`src/rtl/hrc_map.svh`:
```
// constants of the hidden clock access controller
// How it works
// - unlock needs 64 consecutive writes whose data bit 0 matches the pattern
// - the sequence opens with one read cycle that resets the compare pointer
// - unlock writes go to one scratch address, whose ram byte is overwritten
// - the pattern is sent least significant bit first
// - clock data moves bit 0 of register 0 through bit 7 of register 7
// - registers are written and read as whole 8-bit groups
`ifndef HRC_MAP_SVH
`define HRC_MAP_SVH
// ------------------------------------------------------------
// software register offsets
// ------------------------------------------------------------
`define HRC_OFS_CTRL 4'h0
`define HRC_OFS_STATUS 4'h1
`define HRC_OFS_ADDR 4'h2
`define HRC_OFS_TIME_LO 4'h3
`define HRC_OFS_TIME_HI 4'h4
// ------------------------------------------------------------
// control and status fields
// ------------------------------------------------------------
`define HRC_CTRL_GO 0
`define HRC_CTRL_WRITE 1
`define HRC_STAT_BUSY 0
`define HRC_STAT_DONE 1
`define HRC_STAT_PFAIL 2
// ------------------------------------------------------------
// pattern and counts
// ------------------------------------------------------------
`define HRC_PATTERN 64'h5ca33ac55ca33ac5
`define HRC_BITS 7'd64
`define HRC_CYC_NS 80
`define HRC_CLK_NS 8
`define HRC_PHASE_CYC ((`HRC_CYC_NS + `HRC_CLK_NS - 1) / `HRC_CLK_NS)
`define HRC_RST_NS 65
`define HRC_RST_CYC ((`HRC_RST_NS + `HRC_CLK_NS - 1) / `HRC_CLK_NS)
`endif

```
`src/rtl/hrc_pkg.sv`:
```
// types of the hidden clock access controller
package hrc_pkg;
  typedef enum {
    HRC_IDLE,
    HRC_OPEN,
    HRC_KEY,
    HRC_XFER,
    HRC_GAP,
    HRC_DONE
  } hrc_state_t;
  typedef enum logic [1:0] {
    HRC_CYC_NONE,
    HRC_CYC_READ,
    HRC_CYC_WRITE
  } hrc_cyc_t;
endpackage : hrc_pkg

```
`src/rtl/hrc_cyc_if.sv`:
```
// handshake between sequencer and bus cycle engine
`timescale 1ns/1ps
interface hrc_cyc_if;
  logic start;
  hrc_pkg::hrc_cyc_t kind;
  logic bitOut;
  logic bitIn;
  logic done;
  modport seq (output start, output kind, output bitOut, input bitIn, input done);
  modport eng (input start, input kind, input bitOut, output bitIn, output done);
endinterface : hrc_cyc_if

```
`src/rtl/hrc_host.sv`:
```
// host controller: unlocks the hidden clock and moves its 64 bits
//
// Added by the designer: the address-and-strobe port and the placing of the registers.
`timescale 1ns/1ps
`include "hrc_map.svh"
module hrc_host (
  input wire logic clk_sys,
  input wire logic reset_n,
  input wire logic [3:0] regAddr,
  input wire logic [31:0] regWdata,
  input wire logic regWrite,
  input wire logic regRead,
  output logic [31:0] regRdata,
  input wire logic powerFailThreshold,
  output logic [16:0] memAddr,
  output logic ceN,
  output logic oeN,
  output logic weN,
  output logic rstN,
  input wire logic serialDataLineIn,
  output logic serialDataLineOut,
  output logic serialDataLineOe
);
  hrc_cyc_if cyc ();
  hrc_pkg::hrc_state_t state_reg;
  logic [6:0] idx_reg;
  logic [63:0] time_reg;
  logic [16:0] addr_reg;
  logic dir_reg;
  logic done_reg;
  logic go;
  logic [31:0] rdata_reg;
  hrc_pkg::hrc_cyc_t kind;
  logic bitOut;
  localparam logic [63:0] KEY_PATTERN = `HRC_PATTERN;
  // ------------------------------------------------------------
  // bus cycle engine
  // ------------------------------------------------------------
  hrc_bus_cycle u_cyc (
    .clk_sys(clk_sys),
    .reset_n(reset_n),
    .cyc(cyc.eng),
    .dq0In(serialDataLineIn),
    .ceN(ceN),
    .oeN(oeN),
    .weN(weN),
    .dq0Out(serialDataLineOut),
    .dq0Oe(serialDataLineOe)
  );
  // the device ignores bus cycles during power fail, so no new sequence starts; one under way runs on
  assign go = regWrite && regAddr == `HRC_OFS_CTRL && regWdata[`HRC_CTRL_GO]
    && !powerFailThreshold;
  // ------------------------------------------------------------
  // sequencer
  // ------------------------------------------------------------
  always_ff @(posedge clk_sys) begin
    if (!reset_n) begin
      state_reg <= hrc_pkg::HRC_IDLE;
      idx_reg <= 7'h0;
    end else begin
      case (state_reg)
        hrc_pkg::HRC_IDLE: begin
          if (go) begin
            state_reg <= hrc_pkg::HRC_OPEN;
            idx_reg <= 7'h0;
          end
        end
        hrc_pkg::HRC_OPEN: begin
          if (cyc.done) begin
            state_reg <= hrc_pkg::HRC_KEY;
          end
        end
        hrc_pkg::HRC_KEY: begin
          if (cyc.done) begin
            if (idx_reg == `HRC_BITS - 7'd1) begin
              idx_reg <= 7'h0;
              state_reg <= hrc_pkg::HRC_XFER;
            end else begin
              idx_reg <= idx_reg + 7'd1;
            end
          end
        end
        hrc_pkg::HRC_XFER: begin
          if (cyc.done) begin
            if (idx_reg == `HRC_BITS - 7'd1) begin
              state_reg <= hrc_pkg::HRC_DONE;
            end else begin
              idx_reg <= idx_reg + 7'd1;
            end
          end
        end
        hrc_pkg::HRC_DONE: begin
          state_reg <= hrc_pkg::HRC_IDLE;
        end
        default: begin
          state_reg <= hrc_pkg::HRC_IDLE;
        end
      endcase
    end
  end
  // ------------------------------------------------------------
  // cycle requests
  // ------------------------------------------------------------
  always_comb begin
    kind = hrc_pkg::HRC_CYC_NONE;
    bitOut = 1'b0;
    case (state_reg)
      hrc_pkg::HRC_OPEN: kind = hrc_pkg::HRC_CYC_READ;
      hrc_pkg::HRC_KEY: begin
        kind = hrc_pkg::HRC_CYC_WRITE;
        bitOut = KEY_PATTERN[idx_reg[5:0]];
      end
      hrc_pkg::HRC_XFER: begin
        kind = dir_reg ? hrc_pkg::HRC_CYC_WRITE : hrc_pkg::HRC_CYC_READ;
        bitOut = time_reg[idx_reg[5:0]];
      end
      default: kind = hrc_pkg::HRC_CYC_NONE;
    endcase
  end
  assign cyc.start = (kind != hrc_pkg::HRC_CYC_NONE) && !cyc.done;
  assign cyc.kind = kind;
  assign cyc.bitOut = bitOut;
  assign memAddr = addr_reg;
  assign rstN = 1'b1;
  // ------------------------------------------------------------
  // time image: all 64 bits move in one pass
  // ------------------------------------------------------------
  always_ff @(posedge clk_sys) begin
    if (!reset_n) begin
      time_reg <= 64'h0;
    end else if (state_reg == hrc_pkg::HRC_XFER && cyc.done && !dir_reg) begin
      time_reg[idx_reg[5:0]] <= cyc.bitIn;
    end else if (state_reg == hrc_pkg::HRC_IDLE && regWrite) begin
      if (regAddr == `HRC_OFS_TIME_LO) begin
        time_reg[31:0] <= regWdata;
      end else if (regAddr == `HRC_OFS_TIME_HI) begin
        time_reg[63:32] <= regWdata;
      end
    end
  end
  // ------------------------------------------------------------
  // configuration and status
  // ------------------------------------------------------------
  always_ff @(posedge clk_sys) begin
    if (!reset_n) begin
      addr_reg <= 17'h0;
      dir_reg <= 1'b0;
    end else if (state_reg == hrc_pkg::HRC_IDLE && regWrite) begin
      if (regAddr == `HRC_OFS_ADDR) begin
        addr_reg <= regWdata[16:0];
      end
      if (go) begin
        dir_reg <= regWdata[`HRC_CTRL_WRITE];
      end
    end
  end
  always_ff @(posedge clk_sys) begin
    if (!reset_n) begin
      done_reg <= 1'b0;
    end else if (state_reg == hrc_pkg::HRC_DONE) begin
      done_reg <= 1'b1;
    end else if (go) begin
      done_reg <= 1'b0;
    end
  end
  always_ff @(posedge clk_sys) begin
    if (!reset_n) begin
      rdata_reg <= 32'h0;
    end else if (regRead) begin
      case (regAddr)
        `HRC_OFS_STATUS: rdata_reg <= {29'h0, powerFailThreshold, done_reg,
          state_reg != hrc_pkg::HRC_IDLE};
        `HRC_OFS_ADDR: rdata_reg <= {15'h0, addr_reg};
        `HRC_OFS_CTRL: rdata_reg <= {30'h0, dir_reg, 1'b0};
        `HRC_OFS_TIME_LO: rdata_reg <= time_reg[31:0];
        `HRC_OFS_TIME_HI: rdata_reg <= time_reg[63:32];
        default: rdata_reg <= 32'h0;
      endcase
    end else begin
      rdata_reg <= 32'h0;
    end
  end
  assign regRdata = rdata_reg;
endmodule : hrc_host

```
`src/rtl/hrc_bus_cycle.sv`:
```
// one sram bus cycle: strobes low for a phase, then a recovery phase
`timescale 1ns/1ps
`include "hrc_map.svh"
module hrc_bus_cycle (
  input wire logic clk_sys,
  input wire logic reset_n,
  hrc_cyc_if.eng cyc,
  input wire logic dq0In,
  output logic ceN,
  output logic oeN,
  output logic weN,
  output logic dq0Out,
  output logic dq0Oe
);
  logic [3:0] cnt_reg;
  logic active_reg;
  logic recov_reg;
  logic isWrite_reg;
  logic bit_reg;
  logic sample_reg;
  logic doneP_reg;
  // ------------------------------------------------------------
  // strobe timing
  // ------------------------------------------------------------
  always_ff @(posedge clk_sys) begin
    if (!reset_n) begin
      active_reg <= 1'b0;
      recov_reg <= 1'b0;
      cnt_reg <= 4'h0;
      isWrite_reg <= 1'b0;
      bit_reg <= 1'b0;
      doneP_reg <= 1'b0;
    end else begin
      doneP_reg <= 1'b0;
      if (!active_reg && !recov_reg && cyc.start && cyc.kind != hrc_pkg::HRC_CYC_NONE) begin
        active_reg <= 1'b1;
        isWrite_reg <= (cyc.kind == hrc_pkg::HRC_CYC_WRITE);
        bit_reg <= cyc.bitOut;
        cnt_reg <= 4'(`HRC_PHASE_CYC - 1);
      end else if (active_reg) begin
        if (cnt_reg == 4'h0) begin
          active_reg <= 1'b0;
          recov_reg <= 1'b1;
          cnt_reg <= 4'(`HRC_PHASE_CYC - 1);
        end else begin
          cnt_reg <= cnt_reg - 4'h1;
        end
      end else if (recov_reg) begin
        if (cnt_reg == 4'h0) begin
          recov_reg <= 1'b0;
          doneP_reg <= 1'b1;
        end else begin
          cnt_reg <= cnt_reg - 4'h1;
        end
      end
    end
  end
  // ------------------------------------------------------------
  // read data capture at end of strobe
  // ------------------------------------------------------------
  always_ff @(posedge clk_sys) begin
    if (!reset_n) begin
      sample_reg <= 1'b0;
    end else if (active_reg && cnt_reg == 4'h0 && !isWrite_reg) begin
      sample_reg <= dq0In;
    end
  end
  assign ceN = !active_reg;
  assign oeN = !(active_reg && !isWrite_reg);
  assign weN = !(active_reg && isWrite_reg);
  assign dq0Out = bit_reg;
  assign dq0Oe = active_reg && isWrite_reg;
  assign cyc.bitIn = sample_reg;
  assign cyc.done = doneP_reg;
endmodule : hrc_bus_cycle

```
`config.mk`:
```
export PLATFORM = sky130hd
export DESIGN_NAME = hrc_host
export DESIGN_NICKNAME = d
export VERILOG_FILES = /design/src/rtl/hrc_pkg.sv /design/src/rtl/hrc_cyc_if.sv /design/src/rtl/hrc_host.sv /design/src/rtl/hrc_bus_cycle.sv
export VERILOG_INCLUDE_DIRS = /design/src /design/src/rtl
export SDC_FILE = /design/constraint.sdc
export NUM_CORES = 1
export LEC_CHECK = 0
export BUFFER_PORTS_ARGS = -buffer_cell sky130_fd_sc_hd__buf_4
export CORE_MARGIN = 2
export CORE_UTILIZATION = 35
export DETAILED_ROUTE_END_ITERATION = 16
export GPL_TIMING_DRIVEN = 0
export SYNTH_ARGS = -nofsm -noshare
export SYNTH_HDL_FRONTEND = slang
export SYNTH_SLANG_ARGS = --single-unit
```
`constraint.sdc`:
```
create_clock -name clk_sys -period 4.1 [get_ports clk_sys]
set_input_delay 0.82 -clock clk_sys [delete_from_list [all_inputs] [get_ports clk_sys]]
set_output_delay 0.82 -clock clk_sys [all_outputs]
set_load 0.02 [all_outputs]
```
==> impl_metrics.toml, run 1 <==
[placed_design]
port_buffers = 95
place_ws_ns = 0.9370
dpl.hpwl_um = 19950
gp_congestion = 0.9672

[timing]
setup_slack_ns = 1.040
setup_violations = 0
worst_pin_slew_ns = 0.8954
fin_setup_tns_ns = 0
layout_min_cycle_time_ns = 3.060
hold_ws_ns = 0.4712
rsz0062_at_grt = "no"
final-hold-violation-count = 0
period_share_pct = 74.64
slew_viol_final = 0
skew_ns = 0.007996
fmax_ghz = 0.3268
max-slew-margin-rel_pct = 40.03

[die]
start_util_pct = 35.71
die-area_mm2 = 0.02107
rows = 51
dieHeight_um = 145.1
ios = 97
die_w_um = 145.1
core-area_mm2 = 0.01953

[route]
drt_iter0_drc = 941
wl_per_cell_um = 20.49
num_vias = 7587
drt-pass1-iter-count = 6
postRouteAntennaNets = 0
wl_um = 27250
vias_per_cell = 5.705
drc = 0

[clock_tree]
clk_path_buf_depth = 2
cts_resized = 0
tritoncts = "built"
insertion_delay_ns = 0.43
htreeDepth = 4
cts-root-buf = "clkbuf_16"
holdBufCountCts = 0
numCtsBuffers = 17
clock-sinks = 136
post_cts_buffers = 0
clk_pin_slew_worst_paths_ns = 0.06

[power_and_ir_drop]
ir_drop_mv = 0.2776
power.leakage_nw = 3.130
powerDensity_mw_per_mm2 = 361.5

[cells_and_area]
layout_common_cells = "nand2_1 (166), dfxtp_1 (136), a21oi_1 (122), buf_4 (96), nor2_1 (94)"
diodes = 0
mostFrequentLayoutCell = "nand2_1"
finalNetCount = 1096
drive_gt1_share_pct = 14.74
largest_reg_flops = 64
syn_to_final_growth_pct = 23.69

[hold_path]
hp-class = "register to register"
hold_path_depth = 2

[synthesis]
synth-edff-count = 0
ys_seq_area_share_pct = 39.05
yosys.area.top_type = "dfxtp_1"
synthArstFlopShare_pct = 0
ys_ff_latch = 136
synthDistinctLibCells = 61
synth_fp_nets = 982
synth_top_area_share_pct = 39.05
synth.area.top_cells = "dfxtp_1 (39%), nand2_1 (8.9%), a21oi_1 (8.8%)"
ys_warn_count = 0
syn_avg_cell_area_um2 = 7.434
syn-cell-area_mm2 = 0.006973
synth_cells = 938
synthFlopType = "dfxtp_1"

[critical_path]
crit_arrival_ns = 3.41
worstSetupStartpointType = "register"
r2r_cells = 7
crit_path_max_fanout = 10
cp.required_ns = 4.45
worstSetupPathType = "register to register"
worst_setup_path_end_kind = "register"

[global_routing]
grt_pass1_wl_um = 42460
grt_max_degree = 17
grt-ovfl-total = 0
grt.total_usage_pct = 25.65
grt_antenna_before_repair = 0
first_global_vias = 7408

[run_status]
status = "complete, no violations"

[flow_run]
max-cap-violations = 0
synth_stat cells (14+ instances only):
| cell | count |
|---|---|
| buf_1 | 14 |
| nor2_1 | 94 |
| o21ai_0 | 78 |
| nor3_1 | 19 |
| a21oi_1 | 122 |
| dfxtp_1 | 136 |
| a222oi_1 | 16 |
| o22ai_1 | 28 |
| a22oi_1 | 19 |
| nand3_1 | 40 |
| clkbuf_1 | 56 |
| nand2_1 | 166 |
per-stage QoR:
stage               total power [W]  cell area [um2]  util [%]  instances
floorplan                  0.001452             6973         -        938
detailed placement         0.001537             8018     41.06       1298
CTS                        0.003124             8625     44.17       1330
global placement           0.001536             8018     41.06       1298
global route               0.003199             8625     44.17       1330
finish                     0.003117             8625     44.17       1330
power by group:
| part | internal (W) | switching, W |
|---|---|---|
| clock | 0.000986 | 0.000621 |
| combinational | 0.0000624 | 0.0000999 |
| sequential | 0.00134 | 0.0000133 |
| total | 0.00238 | 0.000734 |
critical path: stages (launching register included):
cell      delay [ns]
dfxtp_1         0.30
clkbuf_1        0.47
buf_1           0.53
buf_1           0.50
nand2_1         0.43
o21ai_0         0.42
nand3_1         0.13
a21oi_1         0.19
layout make-up:
type,instances,area [um2]
fillers,2085,10900
multi-input cells,709,3887
flip-flops and latches,136,2723
repair buffers,95,713.2
clock buffers,20,456.7
well taps,265,331.6
plain buffers,79,310.3
clock inverters,12,150.1
inverters,14,52.55
kinds of logic after synthesis:
group	count (synthesis)	share of synthesized area [%]
simple gates	370	23.49
compound gates	315	27.67
flops	136	39.05
buf+inv	93	5.204
mux	21	4.181
fa+ha+maj	2	0.3588
other cells	1	0.05378
final timing paths:
check / start / to / slack, ns
worst max-delay path: idx_reg[2]$_SDFFE_PN0N_ / time_reg[45]$_SDFFE_PN0P_ / 1.04
worst min-delay path: u_cyc.recov_reg$_SDFFE_PN0P_ / u_cyc.cyc.done$_SDFF_PP0_ / 0.47
worst max register to register: idx_reg[2]$_SDFFE_PN0N_ / time_reg[45]$_SDFFE_PN0P_ / 1.04
worst min register to register: u_cyc.recov_reg$_SDFFE_PN0P_ / u_cyc.cyc.done$_SDFF_PP0_ / 0.47
per-layer routing:
layer  share of wire, %  GRT usage [%]  vias up  wire length (um)
li1                   -              -     3609                 -
met1                 44          34.67     3566             12070
met2                 44          39.62      362             12060
met3                8.3          6.006       50              2260
met4                3.1          10.15        0               849
met5                  0              0        -                 0
Note: power is estimated with default switching activity, not from simulation.
==> run 2: changes to the inputs <==
Settings changed: ABC_AREA set to 1.
Clock period 4.1 ns to 3.14 ns, I/O delays scaled along.
==> run 2 against run 1 <==
Net effect:
- sequential cell count unchanged
- critical endpoint is now regRdata[31]$_SDFF_PN0_
- area after synthesis up 6.7%
- global-route usage down 1.6 points
- worst hold slack worse by 0.034 ns
- clock power up 20%
- worst setup slack worse by 0.18 ns
- largest power group unchanged
- highest routed layer unchanged
- wire length down 1.0%
- register-to-register slack worse by 0.12 ns
- clock skew up 0.0011 ns
==> impl_metrics.toml, run 2 <==
[run_status]
status = "complete, no violations"

[flow_run]
max-cap-violations = 0

[critical_path]
crit_arrival_ns = 2.63
cp.required_ns = 3.49
critPathBufInv = 4
worstSetupPathType = "input pin to register"
worstSetupStartpointType = "input pin"
max_stage_delay_ns = 0.39
worst_setup_path_end_kind = "register"
crit_path_max_fanout = 10
cp_top_family = "simple AND/OR/NAND/NOR gates"
slowest_stage = "nor3_2"
crit_chain = "buf_4, nor2_1, nand2_1, inv_2, nor2_1, nor3_2, inv_2, buf_2, a21oi_1"

[route]
drc = 0
postRouteAntennaNets = 0
drt-pass1-iter-count = 5
drt_iter0_drc = 660
wl_per_cell_um = 17.22
num_vias = 8111
wl_um = 26970
vias_per_cell = 5.179

[synthesis]
ys_seq_area_share_pct = 36.60
ys_ff_latch = 136
synthFlopType = "dfxtp_1"
yosys.area.top_type = "dfxtp_1"
ys_warn_count = 0
synth_common_cells = "nand2_1 (313), o21ai_0 (170), dfxtp_1 (136), inv_1 (134), a21oi_1 (99)"
synth.area.top_cells = "dfxtp_1 (37%), nand2_1 (16%), o21ai_0 (11%)"
synth_cells = 1164
synthDistinctLibCells = 39
synthArstFlopShare_pct = 0
synth-edff-count = 0
syn_avg_cell_area_um2 = 6.391
synth_fp_nets = 1208
syn-cell-area_mm2 = 0.007440
synth.most_common_cell = "nand2_1"
synth_top_area_share_pct = 36.60

[die]
ios = 97
start_util_pct = 35.50
die-area_mm2 = 0.02244
core-area_mm2 = 0.02096
dieHeight_um = 149.8
rows = 53
die_w_um = 149.8

[timing]
fin_setup_tns_ns = 0
worst_pin_slew_ns = 0.8237
skew_ns = 0.009117
rsz0062_at_grt = "no"
final-hold-violation-count = 0
max-slew-margin-rel_pct = 45.09
slew_viol_final = 0
fmax_ghz = 0.4382
layout_min_cycle_time_ns = 2.282
setup_violations = 0
period_share_pct = 72.69

[global_routing]
first_global_vias = 7421
grt_pass1_wl_um = 40880
grt_antenna_before_repair = 0
grt_max_degree = 17
grt-ovfl-total = 0
grt.total_usage_pct = 24.08

[clock_tree]
post_cts_buffers = 0
holdBufCountCts = 0
htreeDepth = 4
clock-sinks = 136
clk_pin_slew_worst_paths_ns = 0.06
tritoncts = "built"
cts_resized = 0
insertion_delay_ns = 0.43
clk_path_buf_depth = 2
numCtsBuffers = 17
cts-root-buf = "clkbuf_16"

[cells_and_area]
finalNetCount = 1322
layout_common_cells = "nand2_1 (313), o21ai_0 (170), dfxtp_1 (136), inv_1 (134), buf_4 (101)"
finalNonFillerCells = 1566
stdcell_area_mm2 = 0.009050
mostFrequentLayoutCell = "nand2_1"
drive_gt1_share_pct = 14.48
largest_reg_flops = 64
diodes = 0
syn_to_final_growth_pct = 21.64

[power_and_ir_drop]
powerDensity_mw_per_mm2 = 595.5
power.leakage_nw = 3.774
ir_drop_mv = 0.3288

[hold_path]
hp-class = "input pin to register"

[placed_design]
dpl.hpwl_um = 19780
place_inst = 1534
gp_congestion = 0.9526
placed_cell_area_mm2 = 0.008497
port_buffers = 95
[run 2: power by group]
part	internal [W]	total [W]	switching (W)
Sequential	0.00183	0.00190	0.0000691
Clock	0.00115	0.00194	0.000791
Combinational	0.000427	0.00155	0.00112
[run 2: worst min-delay path, cell delays in order]
cell and delay, ns:
buf_4 0.08, nor2_1 0.04, nor2_1 0.08
[run 2: metrics by stage]
stage / worst slack (ns) / total power, W / hold WS, ns / utilization (%)
finish: 0.8577 / 0.005389 / 0.4371 / 43.19
global route: 0.6759 / 0.005633 / 0.4276 / 43.19
CTS: 0.8095 / 0.005379 / 0.4258 / 43.19
detailed placement: 0.3663 / 0.003454 / 0.4546 / 40.55
global placement: 0.4021 / 0.003444 / 0.4496 / 40.55
floorplan: 1.192 / 0.002915 / 0.4369 / -
[run 2: final cells by class]
type                            instances  area (um2)
Fill cell                            2316       11910
Multi-Input combinational cell        814        3830
Sequential cell                       136        2723
Timing Repair Buffer                   95       713.2
Inverter                              148       555.5
Clock buffer                           24       481.7
Tap cell                              275       344.1
Buffer                                 66       331.6
Clock inverter                          8       71.32
[run 2: routing by layer]
layer	vias to the layer above	share of wire, %	GRT usage (%)
met1	3697	44	32.16
met2	333	44	37.09
met5	-	0	0
met4	0	2.9	9.906
li1	4028	-	-
met3	53	8.7	6.037
[run 2: logic make-up (layout without fill, tap and decap cells)]
logic type	Yosys count	count (layout)	synth area share, %
buf+inv	214	341	11.92
other cells	1	1	0.05041
flops	136	136	36.60
fa+ha+maj	2	2	0.3363
simple gates	460	460	25.66
xor+xnor	1	1	0.1177
compound gates	350	350	25.31
[run 2: final timing paths]
path / startpoint / endpoint / slack (ns) / depth (start not counted)
setup / recovery: regAddr[0] / regRdata[31]$_SDFF_PN0_ / 0.86 / 9
hold / removal: regWdata[15] / memAddr[15]$_SDFFE_PN0P_ / 0.44 / 3
setup reg to reg: idx_reg[0]$_SDFFE_PN0N_ / u_cyc.dq0Out$_SDFFE_PN0P_ / 0.92 / 13
hold reg to reg: time_reg[52]$_SDFFE_PN0P_ / regRdata[20]$_SDFF_PN0_ / 0.46 / 2
==> run 3: changes to the inputs <==
Settings changed: ABC_AREA 1 to 0.
Clock period 3.14 ns to 2.39 ns, I/O delays scaled along.
==> run 3 against run 2 <==
Net effect:
- sequential power rose by 22%
- worst setup slack got worse by 0.79 ns
- sequential share of layout area rose by 1.2 points
- clock power rose by 42%
- core utilization rose by 1.5 points
- critical path depth fell by 3
- sequential cell count did not move
- clock skew fell by 0.00078 ns
- combinational power fell by 82%
- register-to-register slack got worse by 0.85 ns
- die area fell by 6.1%
- worst hold slack got worse by 0.14 ns
- largest cell class unchanged
==> impl_metrics.toml, run 3 (same netlist as run 1, synthesis figures left out) <==
[route]
drt-pass1-iter-count = 5
wl_per_cell_um = 20.69
num_vias = 7697
vias_per_cell = 5.800
drt_iter0_drc = 971
drc = 0
postRouteAntennaNets = 0
wl_um = 27450

[die]
core-area_mm2 = 0.01953
die_w_um = 145.1
dieHeight_um = 145.1
die-area_mm2 = 0.02107
ios = 97
start_util_pct = 35.71
rows = 51

[cells_and_area]
finalNetCount = 1093
mostFrequentLayoutCell = "nand2_1"
stdcell_area_mm2 = 0.008717
multi_input_area_mm2 = 0.003939
syn_to_final_growth_pct = 25.01
finalNonFillerCells = 1327
largest_reg_flops = 64
nFillCells = 2072
layout_common_cells = "nand2_1 (165), dfxtp_1 (135), a21oi_1 (122), buf_4 (97), nor2_1 (91)"
drive_gt1_share_pct = 17.51
final_core_util_pct = 44.64
diodes = 0
seqCellArea_mm2 = 0.002724

[power_and_ir_drop]
power.share.switching_pct = 23.55
combPwrFrac_pct = 5.2
powerDensity_mw_per_mm2 = 613.6
pwr-share-seq_pct = 43.3
power.leakage_nw = 3.194
pwr-share-clk_pct = 51.5
ir_drop_mv = 0.4786
p_int_w = 0.004089
switchingPower_w = 0.001259

[critical_path]
worstSetupStartpointType = "register"
crit_arrival_ns = 2.64
cp_top_family = "compound AO/OA/AOI/OAI gates"
crit_chain = "buf_2, mux4_2, mux2i_1, o22ai_1, a2111o_1, o311a_1"
max_stage_delay_ns = 0.48
critPathBufInv = 1
worstSetupPathType = "register to register"
crit_path_max_fanout = 10
slowest_stage = "dfxtp_2"
worst_setup_path_end_kind = "register"
cp.required_ns = 2.71

[timing]
final-hold-violation-count = 0
max-slew-margin-rel_pct = 40.73
rsz0062_at_grt = "no"
layout_min_cycle_time_ns = 2.321
worst_pin_slew_ns = 0.8891
skew_ns = 0.008333
fmax_ghz = 0.4308
period_share_pct = 97.12
setup_slack_ns = 0.06882
slew_viol_final = 0
setup_violations = 0

[placed_design]
placed_cell_area_mm2 = 0.008018
port_buffers = 95
place_inst = 1298
gp_congestion = 0.9672
dpl.hpwl_um = 19950
place_ws_ns = -0.5190

[global_routing]
grt_antenna_before_repair = 0
grt_pass1_wl_um = 42500
first_global_vias = 7444
grt_max_degree = 17
grt-ovfl-total = 0
grt.total_usage_pct = 25.69

[clock_tree]
clk_pin_slew_worst_paths_ns = 0.06
insertion_delay_ns = 0.43
htreeDepth = 4
numCtsBuffers = 17
clk_path_buf_depth = 2
tritoncts = "built"
clock-sinks = 136
cts-root-buf = "clkbuf_16"

[flow_run]
max-cap-violations = 0

[run_status]
status = "complete, no violations"

[hold_path]
hp-class = "input pin to register"
==> run 3: changes by cell type in the layout (fill, tap and decap cells not counted), moves of 21 or more <==
cell / change
nand2_1: -148
inv_1: -123
o21ai_0: -92
o21ai_1: -26
a21oi_1: +23
o31ai_1: -21
==> run 3: worst paths after layout <==
kind	slack (ns)	startpoint	end	depth (start not counted)
max	0.07	idx_reg[2]$_SDFFE_PN0N_	u_cyc.dq0Out$_SDFFE_PN0P_	6
min reg2reg	0.47	u_cyc.recov_reg$_SDFFE_PN0P_	u_cyc.cyc.done$_SDFF_PP0_	2
min	0.29	serialDataLineIn	u_cyc.cyc.bitIn$_SDFFE_PN0P_	3
max reg2reg	0.07	idx_reg[2]$_SDFFE_PN0N_	u_cyc.dq0Out$_SDFFE_PN0P_	6
==> run 3: what timing repair did <==
| item | 4_1_cts | 5_1_grt |
|---|---|---|
| setup buffers | 0 | 0 |
| endpoints found under the setup margin | 76 | 77 |
| pin swaps | 0 | 1 |
| cloned | 0 | 0 |
| hold buffers | 0 | 0 |
| resized for setup | 18 | 31 |
==> run 3: area by class of cell <==
cell class / instances / share of cell area [%]
clock buffers: 20 / 5.239
inverters: 14 / 0.6028
plain buffers: 76 / 4.019
well taps: 265 / 3.804
flip-flops and latches: 136 / 31.25
repair buffers: 95 / 8.181
multi-input cells: 709 / 45.18
clock inverters: 12 / 1.722
==> run 3: through the flow <==
step / total power (W) / setup TNS (ns) / hold WS, ns
2_1_floorplan: 0.002492 / 0 / 0.4320
5_1_grt: 0.005489 / 0 / 0.2928
3_5_place_dp: 0.002636 / -24.08 / 0.4568
3_3_place_gp: 0.002635 / -20.01 / 0.4503
4_1_cts: 0.005360 / 0 / 0.2900
6_report: 0.005349 / 0 / 0.2922
==> run 3: layer usage <==
metal,up-vias,part of all wire [%],global-route usage (%)
li1,3609,-,-
met2,388,44,39.81
met3,59,8.7,5.849
met1,3641,44,34.81
met4,0,2.9,9.951
met5,-,0,0
==> run 3: power by group through the flow <==
stage / registers, W / clock network (W) / logic [W]
2_1_floorplan: 0.00236 / 0 / 0.000134
3_3_place_gp: 0.00236 / 0 / 0.000272
3_5_place_dp: 0.00236 / 0 / 0.000273
4_1_cts: 0.00231 / 0.00277 / 0.000275
5_1_grt: 0.00232 / 0.00287 / 0.000304
6_report: 0.00231 / 0.00275 / 0.000280
==> run 3: worst reg2reg max path, cell delays in order, from the launching register on <==
cell	delay [ns]
dfxtp_2	0.48
buf_2	0.36
mux4_2	0.37
mux2i_1	0.17
o22ai_1	0.15
a2111o_1	0.38
o311a_1	0.30
